**config.mk**
```make
export PLATFORM = sky130hd
export DESIGN_NAME = cpg_timer
export DESIGN_NICKNAME = d
export VERILOG_FILES = /design/src/logic/cpg_pkg.sv /design/src/logic/cpg_tick_if.sv /design/src/logic/cpg_timer.sv /design/src/logic/cpg_tick_gen.sv
export SDC_FILE = /design/constraint.sdc
export NUM_CORES = 1
export LEC_CHECK = 0
export BUFFER_PORTS_ARGS = -buffer_cell sky130_fd_sc_hd__buf_2
export CAP_MARGIN = 30
export CORE_ASPECT_RATIO = 0.75
export CORE_MARGIN = 2
export CORE_UTILIZATION = 40
export DETAILED_ROUTE_END_ITERATION = 10
export PLACE_DENSITY = 0.63
export SETUP_SLACK_MARGIN = 0.3
export SLEW_MARGIN = 20
export SYNTH_ARGS = -nofsm -noshare
export SYNTH_HDL_FRONTEND = slang
export SYNTH_HIERARCHICAL = 1
export SYNTH_SLANG_ARGS = --single-unit
```
**constraint.sdc**
```tcl
create_clock -name mclk -period 8.05 [get_ports mclk]
set_input_delay 0.805 -clock mclk [delete_from_list [all_inputs] [get_ports mclk]]
set_output_delay 0.805 -clock mclk [all_outputs]
set_load 0.03 [all_outputs]
```
**src/logic/cpg_pkg.sv**
```systemverilog
// constants for the cascaded pulse generator and warm-up timer
`default_nettype none
package cpg_pkg;
    // register byte addresses
    localparam logic [7:0] ADR_CTRL = 8'h00;
    localparam logic [7:0] ADR_PW_LO = 8'h04;
    localparam logic [7:0] ADR_PW_HI = 8'h08;
    localparam logic [7:0] ADR_PER_LO = 8'h0C;
    localparam logic [7:0] ADR_PER_HI = 8'h10;
    localparam logic [7:0] ADR_STATUS = 8'h14;
    localparam logic [7:0] ADR_MASK = 8'h18;
    localparam logic [7:0] ADR_COUNT = 8'h1C;
    // control and status bit positions
    localparam int CTRL_RUN = 0;
    localparam int CTRL_WARM = 1;
    localparam int CTRL_INIT = 2;
    localparam int CTRL_SRC_LO = 4;
    localparam int CTRL_SRC_HI = 5;
    localparam int ST_PERIOD = 0;
    // reset values
    localparam logic [7:0] CTRL_RST = 8'h00;
    localparam logic [7:0] BYTE_RST = 8'h00;
    localparam logic [15:0] COUNT_RST = 16'h0000;
    localparam logic FF_RST = 1'b0;
    // count sources: prescaled mclk or falling edge of the count pin
    localparam logic [1:0] SRC_DIV8 = 2'h0;
    localparam logic [1:0] SRC_DIV32 = 2'h1;
    localparam logic [1:0] SRC_DIV128 = 2'h2;
    localparam logic [1:0] SRC_PIN = 2'h3;
    localparam logic [6:0] DIV8_MASK = 7'h07;
    localparam logic [6:0] DIV32_MASK = 7'h1F;
    localparam logic [6:0] DIV128_MASK = 7'h7F;
    // warm-up intervals with the upper period byte at 01H and FFH
    localparam real LOW_CLK_KHZ = 32.768;
    localparam real WARM_LOW_MIN_MS = 7.81;
    localparam real WARM_LOW_MAX_S = 1.99;
    localparam real WARM_HIGH_MIN_US = 16.0;
    localparam real WARM_HIGH_MAX_MS = 4.08;
    // ticks per warm-up interval step of the upper byte
    localparam int WARM_STEP_TICKS = 256;
    localparam real CLK_MHZ = 125.0;
endpackage
`default_nettype wire

```
**src/logic/cpg_tick_if.sv**
```systemverilog
// count tick carrier between the tick generator and the timer core
`timescale 1ns/1ps
`default_nettype none
interface cpg_tick_if;
    logic [1:0] src;
    logic tick;
    modport gen (input src, output tick);
    modport core (output src, input tick);
endinterface
`default_nettype wire

```
**src/logic/cpg_timer.sv**
```systemverilog
// cascaded 16-bit pulse generator and warm-up timer with wishbone slave
//
// Summary of operation
// - two byte stages form one 16-bit up-counter on prescaled clock or pin.
// - pulse mode: count equals pulse width, invert flip-flop, keep counting.
// - pulse mode: count equals period, invert flip-flop, clear count, raise irq.
// - flip-flop loads start level from control bit; reset clears it to 0.
// - pulse pin shows inverse of the output flip-flop.
// - compare bytes take effect at once; software leaves them alone while running.
// - stopped counter holds pin; start level changed only after the stop.
// - warm-up mode compares only upper period byte against counter.
// - warm-up mode: after start, period match raises irq and clears count.
// - low warm-up spans 7.81 ms to 1.99 s at 32.768 kHz.
// - high warm-up spans 16 us to 4.08 ms.
`timescale 1ns/1ps
`default_nettype none
module cpg_timer (
    input wire logic mclk, // system clock, 125 MHz
    input wire logic rst_n, // async reset, active low
    input wire logic wb_cyc_i, // bus cycle
    input wire logic wb_stb_i, // strobe
    input wire logic wb_we_i, // write enable
    input wire logic [7:0] wb_adr_i, // byte address
    input wire logic [3:0] wb_sel_i, // byte lanes
    input wire logic [31:0] wb_dat_i, // write data
    output logic [31:0] wb_dat_o, // read data
    output logic wb_ack_o, // acknowledge
    input wire logic count_input_pin, // external count pin
    output logic pulse_out_pin, // inverted flip-flop level
    output logic cascade_timer_irq // level interrupt
);
    cpg_tick_if tk ();

    logic [7:0] ctrl_ff;
    logic [7:0] pw_lo_ff;
    logic [7:0] pw_hi_ff;
    logic [7:0] per_lo_ff;
    logic [7:0] per_hi_ff;
    logic [7:0] status_ff;
    logic [7:0] mask_ff;
    logic [15:0] count_ff;
    logic oflop_ff;
    logic pin_ff;
    logic irq_ff;
    logic ack_ff;
    logic [31:0] rdat_ff;
    logic [31:0] nxt_rdat;

    logic req;
    logic wr;
    logic rd_status;
    logic run;
    logic warm;
    logic per_match;
    logic pw_match;
    logic step;
    logic per_event;
    logic [15:0] count_inc;

    cpg_tick_gen u_tick (
        .mclk(mclk),
        .rst_n(rst_n),
        .count_input_pin(count_input_pin),
        .tk(tk)
    );

    assign tk.src = ctrl_ff[cpg_pkg::CTRL_SRC_HI:cpg_pkg::CTRL_SRC_LO];

    // bus: one wait state, ack for one cycle
    assign req = wb_cyc_i & wb_stb_i & ~ack_ff;
    assign wr = req & wb_we_i & wb_sel_i[0];
    assign rd_status = req & ~wb_we_i & (wb_adr_i == cpg_pkg::ADR_STATUS);

    always_ff @(posedge mclk or negedge rst_n) begin
        if (!rst_n) begin
            ack_ff <= 1'b0;
        end else begin
            ack_ff <= req;
        end
    end

    always_comb begin
        nxt_rdat = 32'h00000000;
        unique case (wb_adr_i)
            cpg_pkg::ADR_CTRL: nxt_rdat[7:0] = ctrl_ff;
            cpg_pkg::ADR_PW_LO: nxt_rdat[7:0] = pw_lo_ff;
            cpg_pkg::ADR_PW_HI: nxt_rdat[7:0] = pw_hi_ff;
            cpg_pkg::ADR_PER_LO: nxt_rdat[7:0] = per_lo_ff;
            cpg_pkg::ADR_PER_HI: nxt_rdat[7:0] = per_hi_ff;
            cpg_pkg::ADR_STATUS: nxt_rdat[7:0] = status_ff;
            cpg_pkg::ADR_MASK: nxt_rdat[7:0] = mask_ff;
            cpg_pkg::ADR_COUNT: nxt_rdat[16:0] = {oflop_ff, count_ff};
            default: nxt_rdat = 32'h00000000;
        endcase
    end

    always_ff @(posedge mclk or negedge rst_n) begin
        if (!rst_n) begin
            rdat_ff <= 32'h00000000;
        end else if (req) begin
            rdat_ff <= nxt_rdat;
        end else begin
            rdat_ff <= 32'h00000000;
        end
    end

    rdat_idle_a: assert property (@(posedge mclk) disable iff (!rst_n)
        !wb_ack_o |-> wb_dat_o == 32'h00000000)
        else $error("read data not zero outside ack");

    // control and mask
    always_ff @(posedge mclk or negedge rst_n) begin
        if (!rst_n) begin
            ctrl_ff <= cpg_pkg::CTRL_RST;
            mask_ff <= cpg_pkg::BYTE_RST;
        end else if (wr && wb_adr_i == cpg_pkg::ADR_CTRL) begin
            ctrl_ff <= wb_dat_i[7:0];
        end else if (wr && wb_adr_i == cpg_pkg::ADR_MASK) begin
            mask_ff <= wb_dat_i[7:0];
        end
    end

    // compare bytes, live with no shadow copy
    always_ff @(posedge mclk or negedge rst_n) begin
        if (!rst_n) begin
            pw_lo_ff <= cpg_pkg::BYTE_RST;
            pw_hi_ff <= cpg_pkg::BYTE_RST;
            per_lo_ff <= cpg_pkg::BYTE_RST;
            per_hi_ff <= cpg_pkg::BYTE_RST;
        end else if (wr) begin
            unique case (wb_adr_i)
                cpg_pkg::ADR_PW_LO: pw_lo_ff <= wb_dat_i[7:0];
                cpg_pkg::ADR_PW_HI: pw_hi_ff <= wb_dat_i[7:0];
                cpg_pkg::ADR_PER_LO: per_lo_ff <= wb_dat_i[7:0];
                cpg_pkg::ADR_PER_HI: per_hi_ff <= wb_dat_i[7:0];
                default: ;
            endcase
        end
    end

    byte_store_a: assert property (@(posedge mclk) disable iff (!rst_n)
        wr && wb_adr_i == cpg_pkg::ADR_PER_HI |=> per_hi_ff == $past(wb_dat_i[7:0]))
        else $error("period byte not stored at once");

    lane_off_a: assert property (@(posedge mclk) disable iff (!rst_n)
        req && wb_we_i && !wb_sel_i[0] |=> $stable(ctrl_ff) && $stable(mask_ff))
        else $error("write with low lane off changed a register");

    assign run = ctrl_ff[cpg_pkg::CTRL_RUN];
    assign warm = ctrl_ff[cpg_pkg::CTRL_WARM];
    assign count_inc = count_ff + 16'h0001;
    // match on the value the count is about to take, so a period of n spans n ticks
    assign per_match = warm ? (count_inc[15:8] == per_hi_ff)
                            : (count_inc == {per_hi_ff, per_lo_ff});
    assign pw_match = count_inc == {pw_hi_ff, pw_lo_ff};
    assign step = run & tk.tick;
    assign per_event = step & per_match;

    // 16-bit cascaded up-counter, cleared while stopped
    always_ff @(posedge mclk or negedge rst_n) begin
        if (!rst_n) begin
            count_ff <= cpg_pkg::COUNT_RST;
        end else if (!run) begin
            count_ff <= cpg_pkg::COUNT_RST;
        end else if (per_event) begin
            count_ff <= cpg_pkg::COUNT_RST;
        end else if (tk.tick) begin
            count_ff <= count_inc;
        end
    end

    // one upper step is 256 ticks, so 0100H gives 256 ticks of the count clock
    warm_span_a: assert property (@(posedge mclk) disable iff (!rst_n)
        per_event && warm && per_hi_ff != 8'h00
        |-> count_ff == {per_hi_ff, 8'h00} - 16'h0001)
        else $error("warm-up did not span 256 ticks per upper step");

    // output flip-flop: start level loads only on a write while stopped
    always_ff @(posedge mclk or negedge rst_n) begin
        if (!rst_n) begin
            oflop_ff <= cpg_pkg::FF_RST;
        end else if (wr && wb_adr_i == cpg_pkg::ADR_CTRL && !run) begin
            oflop_ff <= wb_dat_i[cpg_pkg::CTRL_INIT];
        end else if (step && !warm && (per_match || pw_match)) begin
            oflop_ff <= ~oflop_ff;
        end
    end

    warm_flop_a: assert property (@(posedge mclk) disable iff (!rst_n)
        warm && !wr |=> $stable(oflop_ff))
        else $error("warm-up mode moved the output flip-flop");

    always_ff @(posedge mclk or negedge rst_n) begin
        if (!rst_n) begin
            pin_ff <= ~cpg_pkg::FF_RST;
        end else begin
            pin_ff <= ~oflop_ff;
        end
    end

    // sticky status, cleared by read; a new event wins over the clear
    always_ff @(posedge mclk or negedge rst_n) begin
        if (!rst_n) begin
            status_ff <= cpg_pkg::BYTE_RST;
        end else if (per_event) begin
            status_ff[cpg_pkg::ST_PERIOD] <= 1'b1;
        end else if (rd_status) begin
            status_ff <= cpg_pkg::BYTE_RST;
        end
    end

    event_set_a: assert property (@(posedge mclk) disable iff (!rst_n)
        per_event |=> status_ff[cpg_pkg::ST_PERIOD])
        else $error("period event not latched in status");

    status_keep_a: assert property (@(posedge mclk) disable iff (!rst_n)
        status_ff[cpg_pkg::ST_PERIOD] && !rd_status |=> status_ff[cpg_pkg::ST_PERIOD])
        else $error("status bit dropped without a read");

    status_clr_a: assert property (@(posedge mclk) disable iff (!rst_n)
        rd_status && !per_event |=> status_ff == 8'h00)
        else $error("status read did not clear");

    always_ff @(posedge mclk or negedge rst_n) begin
        if (!rst_n) begin
            irq_ff <= 1'b0;
        end else begin
            irq_ff <= |(status_ff & mask_ff);
        end
    end

    irq_level_a: assert property (@(posedge mclk) disable iff (!rst_n)
        1'b1 |=> cascade_timer_irq == $past(|(status_ff & mask_ff)))
        else $error("interrupt is not the masked status level");

    assign wb_ack_o = ack_ff;
    assign wb_dat_o = rdat_ff;
    assign pulse_out_pin = pin_ff;
    assign cascade_timer_irq = irq_ff;

    // checks
    localparam int IRQ_LAT = 2;

    per_clear_a: assert property (@(posedge mclk) disable iff (!rst_n)
        per_event |=> count_ff == 16'h0000)
        else $error("period match did not clear counter");

    pw_toggle_a: assert property (@(posedge mclk) disable iff (!rst_n)
        step && !warm && pw_match && !per_match && !wr
        |=> oflop_ff != $past(oflop_ff) && count_ff == $past(count_ff) + 16'h0001)
        else $error("width match must toggle and keep counting");

    per_toggle_a: assert property (@(posedge mclk) disable iff (!rst_n)
        step && !warm && per_match && !wr |=> oflop_ff != $past(oflop_ff))
        else $error("period match did not toggle flip-flop");

    irq_path_a: assert property (@(posedge mclk) disable iff (!rst_n)
        per_event && mask_ff[0] |-> ##[1:IRQ_LAT] cascade_timer_irq)
        else $error("period event did not raise interrupt");

    pin_inv_a: assert property (@(posedge mclk) disable iff (!rst_n)
        1'b1 |=> pulse_out_pin == ~$past(oflop_ff))
        else $error("pin is not the inverse of the flip-flop");

    stop_hold_a: assert property (@(posedge mclk) disable iff (!rst_n)
        !run && !wr |=> $stable(oflop_ff) && count_ff == 16'h0000)
        else $error("stopped timer changed its output");

    init_load_a: assert property (@(posedge mclk) disable iff (!rst_n)
        wr && wb_adr_i == cpg_pkg::ADR_CTRL && !run
        |=> oflop_ff == $past(wb_dat_i[cpg_pkg::CTRL_INIT]))
        else $error("start level not loaded");

    warm_upper_a: assert property (@(posedge mclk) disable iff (!rst_n)
        step && warm && count_inc[15:8] != per_hi_ff && !wr
        |=> count_ff == $past(count_ff) + 16'h0001 && $stable(oflop_ff))
        else $error("warm-up compared more than the upper byte");

    cascade_hold_a: assert property (@(posedge mclk) disable iff (!rst_n)
        run && !tk.tick && !wr |=> $stable(count_ff))
        else $error("counter moved without a count tick");

    ack_pulse_a: assert property (@(posedge mclk) disable iff (!rst_n)
        req |=> wb_ack_o ##1 !wb_ack_o)
        else $error("ack is not a single cycle");

    pulse_cycle_c: cover property (@(posedge mclk) disable iff (!rst_n)
        step && !warm && pw_match ##[1:1000] step && !warm && per_match);
    warm_done_c: cover property (@(posedge mclk) disable iff (!rst_n)
        per_event && warm);
    irq_read_c: cover property (@(posedge mclk) disable iff (!rst_n)
        cascade_timer_irq ##[1:20] rd_status);
    pin_count_c: cover property (@(posedge mclk) disable iff (!rst_n)
        step && tk.src == cpg_pkg::SRC_PIN);
    lane_off_c: cover property (@(posedge mclk) disable iff (!rst_n)
        req && wb_we_i && !wb_sel_i[0]);
endmodule // cpg_timer
`default_nettype wire

```
**src/logic/cpg_tick_gen.sv**
```systemverilog
// count tick generator: mclk prescaler or count pin falling edge
`timescale 1ns/1ps
`default_nettype none
module cpg_tick_gen (
    input wire logic mclk, // system clock
    input wire logic rst_n, // async reset, active low
    input wire logic count_input_pin, // external count pin
    cpg_tick_if.gen tk // tick to the core
);
    logic [6:0] pre_ff;
    logic pin_ff;
    logic tick_ff;
    logic nxt_tick;

    always_ff @(posedge mclk or negedge rst_n) begin
        if (!rst_n) begin
            pre_ff <= 7'h00;
        end else begin
            pre_ff <= pre_ff + 7'h01;
        end
    end

    always_ff @(posedge mclk or negedge rst_n) begin
        if (!rst_n) begin
            pin_ff <= 1'b1;
        end else begin
            pin_ff <= count_input_pin;
        end
    end

    always_comb begin
        unique case (tk.src)
            cpg_pkg::SRC_DIV8: nxt_tick = (pre_ff & cpg_pkg::DIV8_MASK) == cpg_pkg::DIV8_MASK;
            cpg_pkg::SRC_DIV32: nxt_tick = (pre_ff & cpg_pkg::DIV32_MASK) == cpg_pkg::DIV32_MASK;
            cpg_pkg::SRC_DIV128: nxt_tick = pre_ff == cpg_pkg::DIV128_MASK;
            cpg_pkg::SRC_PIN: nxt_tick = pin_ff & ~count_input_pin;
        endcase
    end

    always_ff @(posedge mclk or negedge rst_n) begin
        if (!rst_n) begin
            tick_ff <= 1'b0;
        end else begin
            tick_ff <= nxt_tick;
        end
    end

    assign tk.tick = tick_ff;
endmodule // cpg_tick_gen
`default_nettype wire

```
======== Yosys cells after proc, flatten, opt, wreduce, memory -nomap -nowiden ========
Index checks and enable logic that the tools add are counted.
word-level totals
  register bits ........................... 110
  bits of input ports ..................... 50
  output and inout port bits .............. 35
cells by class
  add/sub/neg operators ................... 2
  equality and inequality tests ........... 17
  mux-type cells .......................... 12
  bitwise operators ....................... 15
  reduce and logical (&&, ||, !) cells .... 18
operators by type and width
  kind                                           number
  case mux 8 bit (8 select lines)                1
  two-way mux 16 bit                             3
  == test 16 bit                                 2
  == test 8 x 5 -> 1 bit, second input constant  4
  two-way mux 17 bit                             1
  adder 16 x 1 -> 16 bit, second input constant  1
  == test 8 x 4 -> 1 bit, second input constant  2
  AND reduction 2 bit                            5
  bitwise AND 1 bit                              9
  two-way mux 9 bit                              1
  bitwise AND 1 x 8 -> 8 bit                     1
  == test 8 x 3 -> 1 bit, second input constant  1
  == test 8 bit                                  1
  logical NOT 8 bit                              1
  OR reduction 8 bit                             1
  adder 7 x 1 -> 7 bit, second input constant    1
  == test 7 bit, second input constant           1
  == test 5 bit, second input constant           1
  logical AND 1 bit                              5
  two-way mux 1 bit                              5
  inverter 1 bit                                 5
  == test 2 bit, second input constant           2
  case mux 1 bit (4 select lines)                1
  nonzero test 2 bit                             2
  other kinds (6)                                7

======== Depth between registers and ports, before layout ========
  word-level depth ........................ 7
  depth in mapped cells ................... 12
  gate-level depth less buffers ........... 9

======== Hierarchy ========
The synthesis kept the hierarchy.
by module, submodules not included
  module        times used  cells an instance  area an instance (um^2)  seq. area each (um^2)
  cpg_timer     1           468                4933.5                   2153.3
  cpg_tick_gen  1           27                 370.4                    226.5

======== Least setup slack after synthesis ========
No wires, ideal clock.
  path kind ............................... register to register
  start point ............................. register count_ff[1]
  end point ............................... register count_ff[0]
  arrival ................................. 2862 ps
  data required time ...................... 7925 ps
  path slack .............................. 5063 ps
  cell stages (with the launch flop) ...... 11
  clock period less this slack ............ 2987 ps
  cell sequence ........................... dfrtp_1 ha_1 nand4_4 nor4_1 xnor2_1 nand4_1 or4_4 nor2b_4 buf_6 buf_8 mux2_2
between the ends
  longest elaborated chain between the ends .. 6
  elaborated cells on any way between the ends .. 8
  classes of those cells .................. add/sub (1); eq/ne (3); mux (3); bitwise (1)
ends and longest elaborated chain
  what                                             RTL line                            source
  start, declared                                  cpg_timer.sv:41                     logic [15:0] count_ff;
  start signal, assigned                           cpg_timer.sv:162                    count_ff <= cpg_pkg::COUNT_RST;
  start signal, assigned                           cpg_timer.sv:164                    count_ff <= cpg_pkg::COUNT_RST;
  start signal, assigned                           cpg_timer.sv:166                    count_ff <= cpg_pkg::COUNT_RST;
  adder 16 x 1 -> 16 bit (*)                       cpg_timer.sv:151                    assign count_inc = count_ff + 16'h0001;
  == test 16 bit or == test 8 bit (tied branches)  cpg_timer.sv:154, cpg_timer.sv:153
  two-way mux 1 bit (*)                            cpg_timer.sv:153                    assign per_match = warm ? (count_inc[15:8] == per_hi_ff)
  bitwise AND 1 bit (*)                            cpg_timer.sv:157                    assign per_event = step & per_match;
  two-way mux 16 bit                               cpg_timer.sv:165                    end else if (per_event) begin
  two-way mux 16 bit                               cpg_timer.sv:163                    end else if (!run) begin
Mark *: on every way between the ends. The rest lies on a longest branch, timed or not.
A chain may end at the register's enable or synchronous reset.

======== Worst setup path in the final report ========
  start point ............................. register count_ff[0]
  end point ............................... register count_ff[3]
between the ends
  longest elaborated chain between the ends .. 6
  elaborated cells on any way between the ends .. 9
  classes of those cells .................. add/sub (1); eq/ne (3); mux (4); bitwise (1)
ends and longest elaborated chain
  what                                             RTL line
  adder 16 x 1 -> 16 bit (*)                       cpg_timer.sv:151
  == test 16 bit or == test 8 bit (tied branches)  cpg_timer.sv:154, cpg_timer.sv:153
  two-way mux 1 bit                                cpg_timer.sv:153
  bitwise AND 1 bit                                cpg_timer.sv:157
  two-way mux 16 bit                               cpg_timer.sv:165
  two-way mux 16 bit                               cpg_timer.sv:163
Mark *: on every way between the ends. The rest lies on a longest branch, timed or not. The select of a mux whose other input is x is not followed.

==> metrics.txt <==
total clock buffers created by CTS 9; number of antenna violations at the first check in global routing 0; Placed Cells incl. Taps 687; max-cap viol count 0; overflow left after global routing 0; required time at the worst-slack endpoint 8.26 ns; final setup violation count 0; filler instances 1228; global-route wire length before repair 22290 µm; Max Buffers Root-to-Sink 2; Worst Tran Pin Value 0.7629 ns; global router's overall resource usage 0.2047; cell at the slowest stage of the critical path nor4_1; category of cells accounting for the largest share of critical-path delay simple AND/OR/NAND/NOR gates; sequential element share of the synthesized area 0.4487; biggest fanout along the worst timing path 27; Hold Crit Class primary input to async pin; Ys Warns 6; number of flops mapped to enable cells by yosys 0; Synth cell types 60; Post-Route Setup TNS 0 ns; post-CTS setup buffer count 0; leakage power 2.838 nW; Initial Util 0.4089; # resized after CTS 0; sequence of cells on the critical path ha_1 > nand4_4 > nor4_1 > clkbuf_2 > xnor2_1 > nand4_1 > or4_4 > nor2b_4 > a41oi_1 > a31oi_1; Gate Count Post-Synth 495; drt drc 0; buffer cell driving the clock tree root clkbuf_16; total via count after detailed routing 4059; worst vdd rail ir drop 0.1074 mV; # hold bufs at CTS 0; top-area cell type share of the netlist area 0.4388; buffers and inverters on the worst path 1; post-detailed-placement half-perimeter wirelength 10190 µm; CP Class register to register; syn avg cell area 10.71 µm²; kind of capture point of the worst setup path register; port bufs 42; H-Tree Depth 3; total I/O pin count 85; largest net degree at the start of global routing 71; standard-cell rows 36; netlist area before placement 5304 µm²; clock-pin transition on the worst setup and hold timing paths 0.07 ns; vias in the first global route 3901; Pre-antenna DRT Iters 5; Final GP Congestion 0.9485; vertical die dimension 103.7 µm; Antenna Diode Count 0; asr flop ratio synth 1.000; max-slew violation total from the final report 0; clock tree sinks 95; layout cell share with drive strength beyond 1 0.2472; highest cell delay on the worst timing path 0.60 ns; Final Hold Viols 0; power density of the placed cells 172.0 nW/µm²; status complete, no violations; RSZ-0062 raised after global routing false; most common cell in the netlist dfrtp_1; Worst-Skew Late Latency 0.35 ns; post-layout minimum cycle time 3.539 ns; flop and latch count out of synthesis 95; CTS tree built; drt initial violations 308; Final Routed Wirelength 13910 µm; synth top area cells dfrtp_1 (44%), mux2_2 (11%), xnor2_1 (5.3%), a22oi_1 (3.5%), nand2_1 (2.5%); Floorplan Core Area 12970 µm²; most instantiated flip-flop cell in the synthesis netlist dfrtp_1; data arrival time of the critical path 3.75 ns; area grow syn2layout 11.89%; via-per-instance ratio 5.757; startpoint type of the worst setup path register; fraction of the cycle the final worst path needs 0.4396; achievable frequency 0.2826 GHz; total chip power 1.021 mW; width of the die 137.0 µm; DR WL/cell 19.72 µm; Layout Skew 0.008396 ns; Antenna Violating Nets Remaining 0; worst rel slew slack 0.4895; cell taking the most area after synthesis dfrtp_1; Total Nets Final 583; overall die area 14210 µm²; most used standard cells in the synthesized netlist dfrtp_1 (93), mux2_2 (52), nand2_1 (35); final cell count without fillers 705
-- metal layers --
layer / wire [µm] / global-route usage
met4: 123 / 0.04418
met5: 0 / 0
met1: 6463 / 0.3096
met3: 1123 / 0.05972
met2: 6195 / 0.2878
-- final cells by class --
type | count | area, µm² | share of cell area
multi-input cells | 371 | 2708 | 0.4563
inverters | 3 | 11.26 | 0.001898
repair buffers | 49 | 277.8 | 0.04681
clock buffers | 10 | 229.0 | 0.03858
flip-flops and latches | 95 | 2380 | 0.4010
well taps | 171 | 214.0 | 0.03605
clock inverters | 6 | 115.1 | 0.01940
-- registers in the layout, indices dropped and copies added, names as in the netlist, 7 cells and up --
| name | cells |
|---|---|
| ctrl_ff | 8 |
| per_lo_ff | 8 |
| mask_ff | 8 |
| pw_hi_ff | 8 |
| wb_dat_o | 17 |
| pw_lo_ff | 8 |
| per_hi_ff | 8 |
| count_ff | 16 |
| u_tick/pre_ff | 7 |
-- placed cells by master, fill, tap and decap left out, types with 4 or more instances in the layout --
cell,count
nor4_1,4
nor2_1,29
xnor2_1,32
buf_4,4
a211oi_1,10
conb_1,15
mux2i_1,6
nand2b_1,7
dfrtp_1,93
nand2_1,35
a21oi_1,12
nand4_1,10
nor3_1,10
o21ai_0,10
and2_1,5
a22oi_1,25
buf_2,43
nor2b_1,8
xor2_1,10
mux2_2,52
clkbuf_16,9
a31oi_1,20
nand3_1,9
and3_1,14
ha_1,4
-- through the flow --
step | area, µm² | hold WS [ns] | setup slack, ns | utilization
finish | 5934 | 0.3630 | 4.511 | 0.4575
CTS | 5902 | 0.3763 | 4.392 | 0.4550
detailed placement | 5558 | 0.4220 | 4.411 | 0.4284
global placement | 5540 | 0.4141 | 4.473 | 0.4271
floorplan | 5356 | 0.3939 | 5.063 | -
global route | 5934 | 0.3845 | 4.276 | 0.4575
-- cells by family after synthesis --
family | count (synthesis) | share of synthesized area
compound gates | 96 | 0.1279
xor+xnor | 42 | 0.06936
fa+ha+maj | 4 | 0.009437
buf+inv | 43 | 0.05072
flops | 95 | 0.4487
mux | 58 | 0.1217
other cells | 1 | 0.0007070
simple gates | 156 | 0.1715
-- worst register-to-register path: stages (launching register included) --
cell,delay (ns)
dfrtp_1,0.58
ha_1,0.38
nand4_4,0.23
nor4_1,0.60
clkbuf_2,0.26
xnor2_1,0.12
nand4_1,0.16
or4_4,0.54
nor2b_4,0.23
a41oi_1,0.24
a31oi_1,0.05
-- power breakdown --
part / internal, mW / switching [mW]
clock: 0.306 / 0.190
combinational: 0.0110 / 0.0317
sequential: 0.480 / 0.00280
-- path summary, 6_finish.rpt --
kind	start	to	slack (ns)	cells past startpoint
max	count_ff[0]$_DFFE_PN0P_	count_ff[3]$_DFFE_PN0P_	4.51	10
min	rst_n	count_ff[8]$_DFFE_PN0P_	0.36	1
max reg2reg	count_ff[0]$_DFFE_PN0P_	count_ff[3]$_DFFE_PN0P_	4.51	10
min reg2reg	oflop_ff$_DFFE_PN0P_	pulse_out_pin$_DFF_PN1_	0.45	1
max in group asynchronous	rst_n	ctrl_ff[1]$_DFFE_PN0P_	6.82	3
min in group mclk	oflop_ff$_DFFE_PN0P_	pulse_out_pin$_DFF_PN1_	0.45	1
Power figures use the tool's default switching activity.
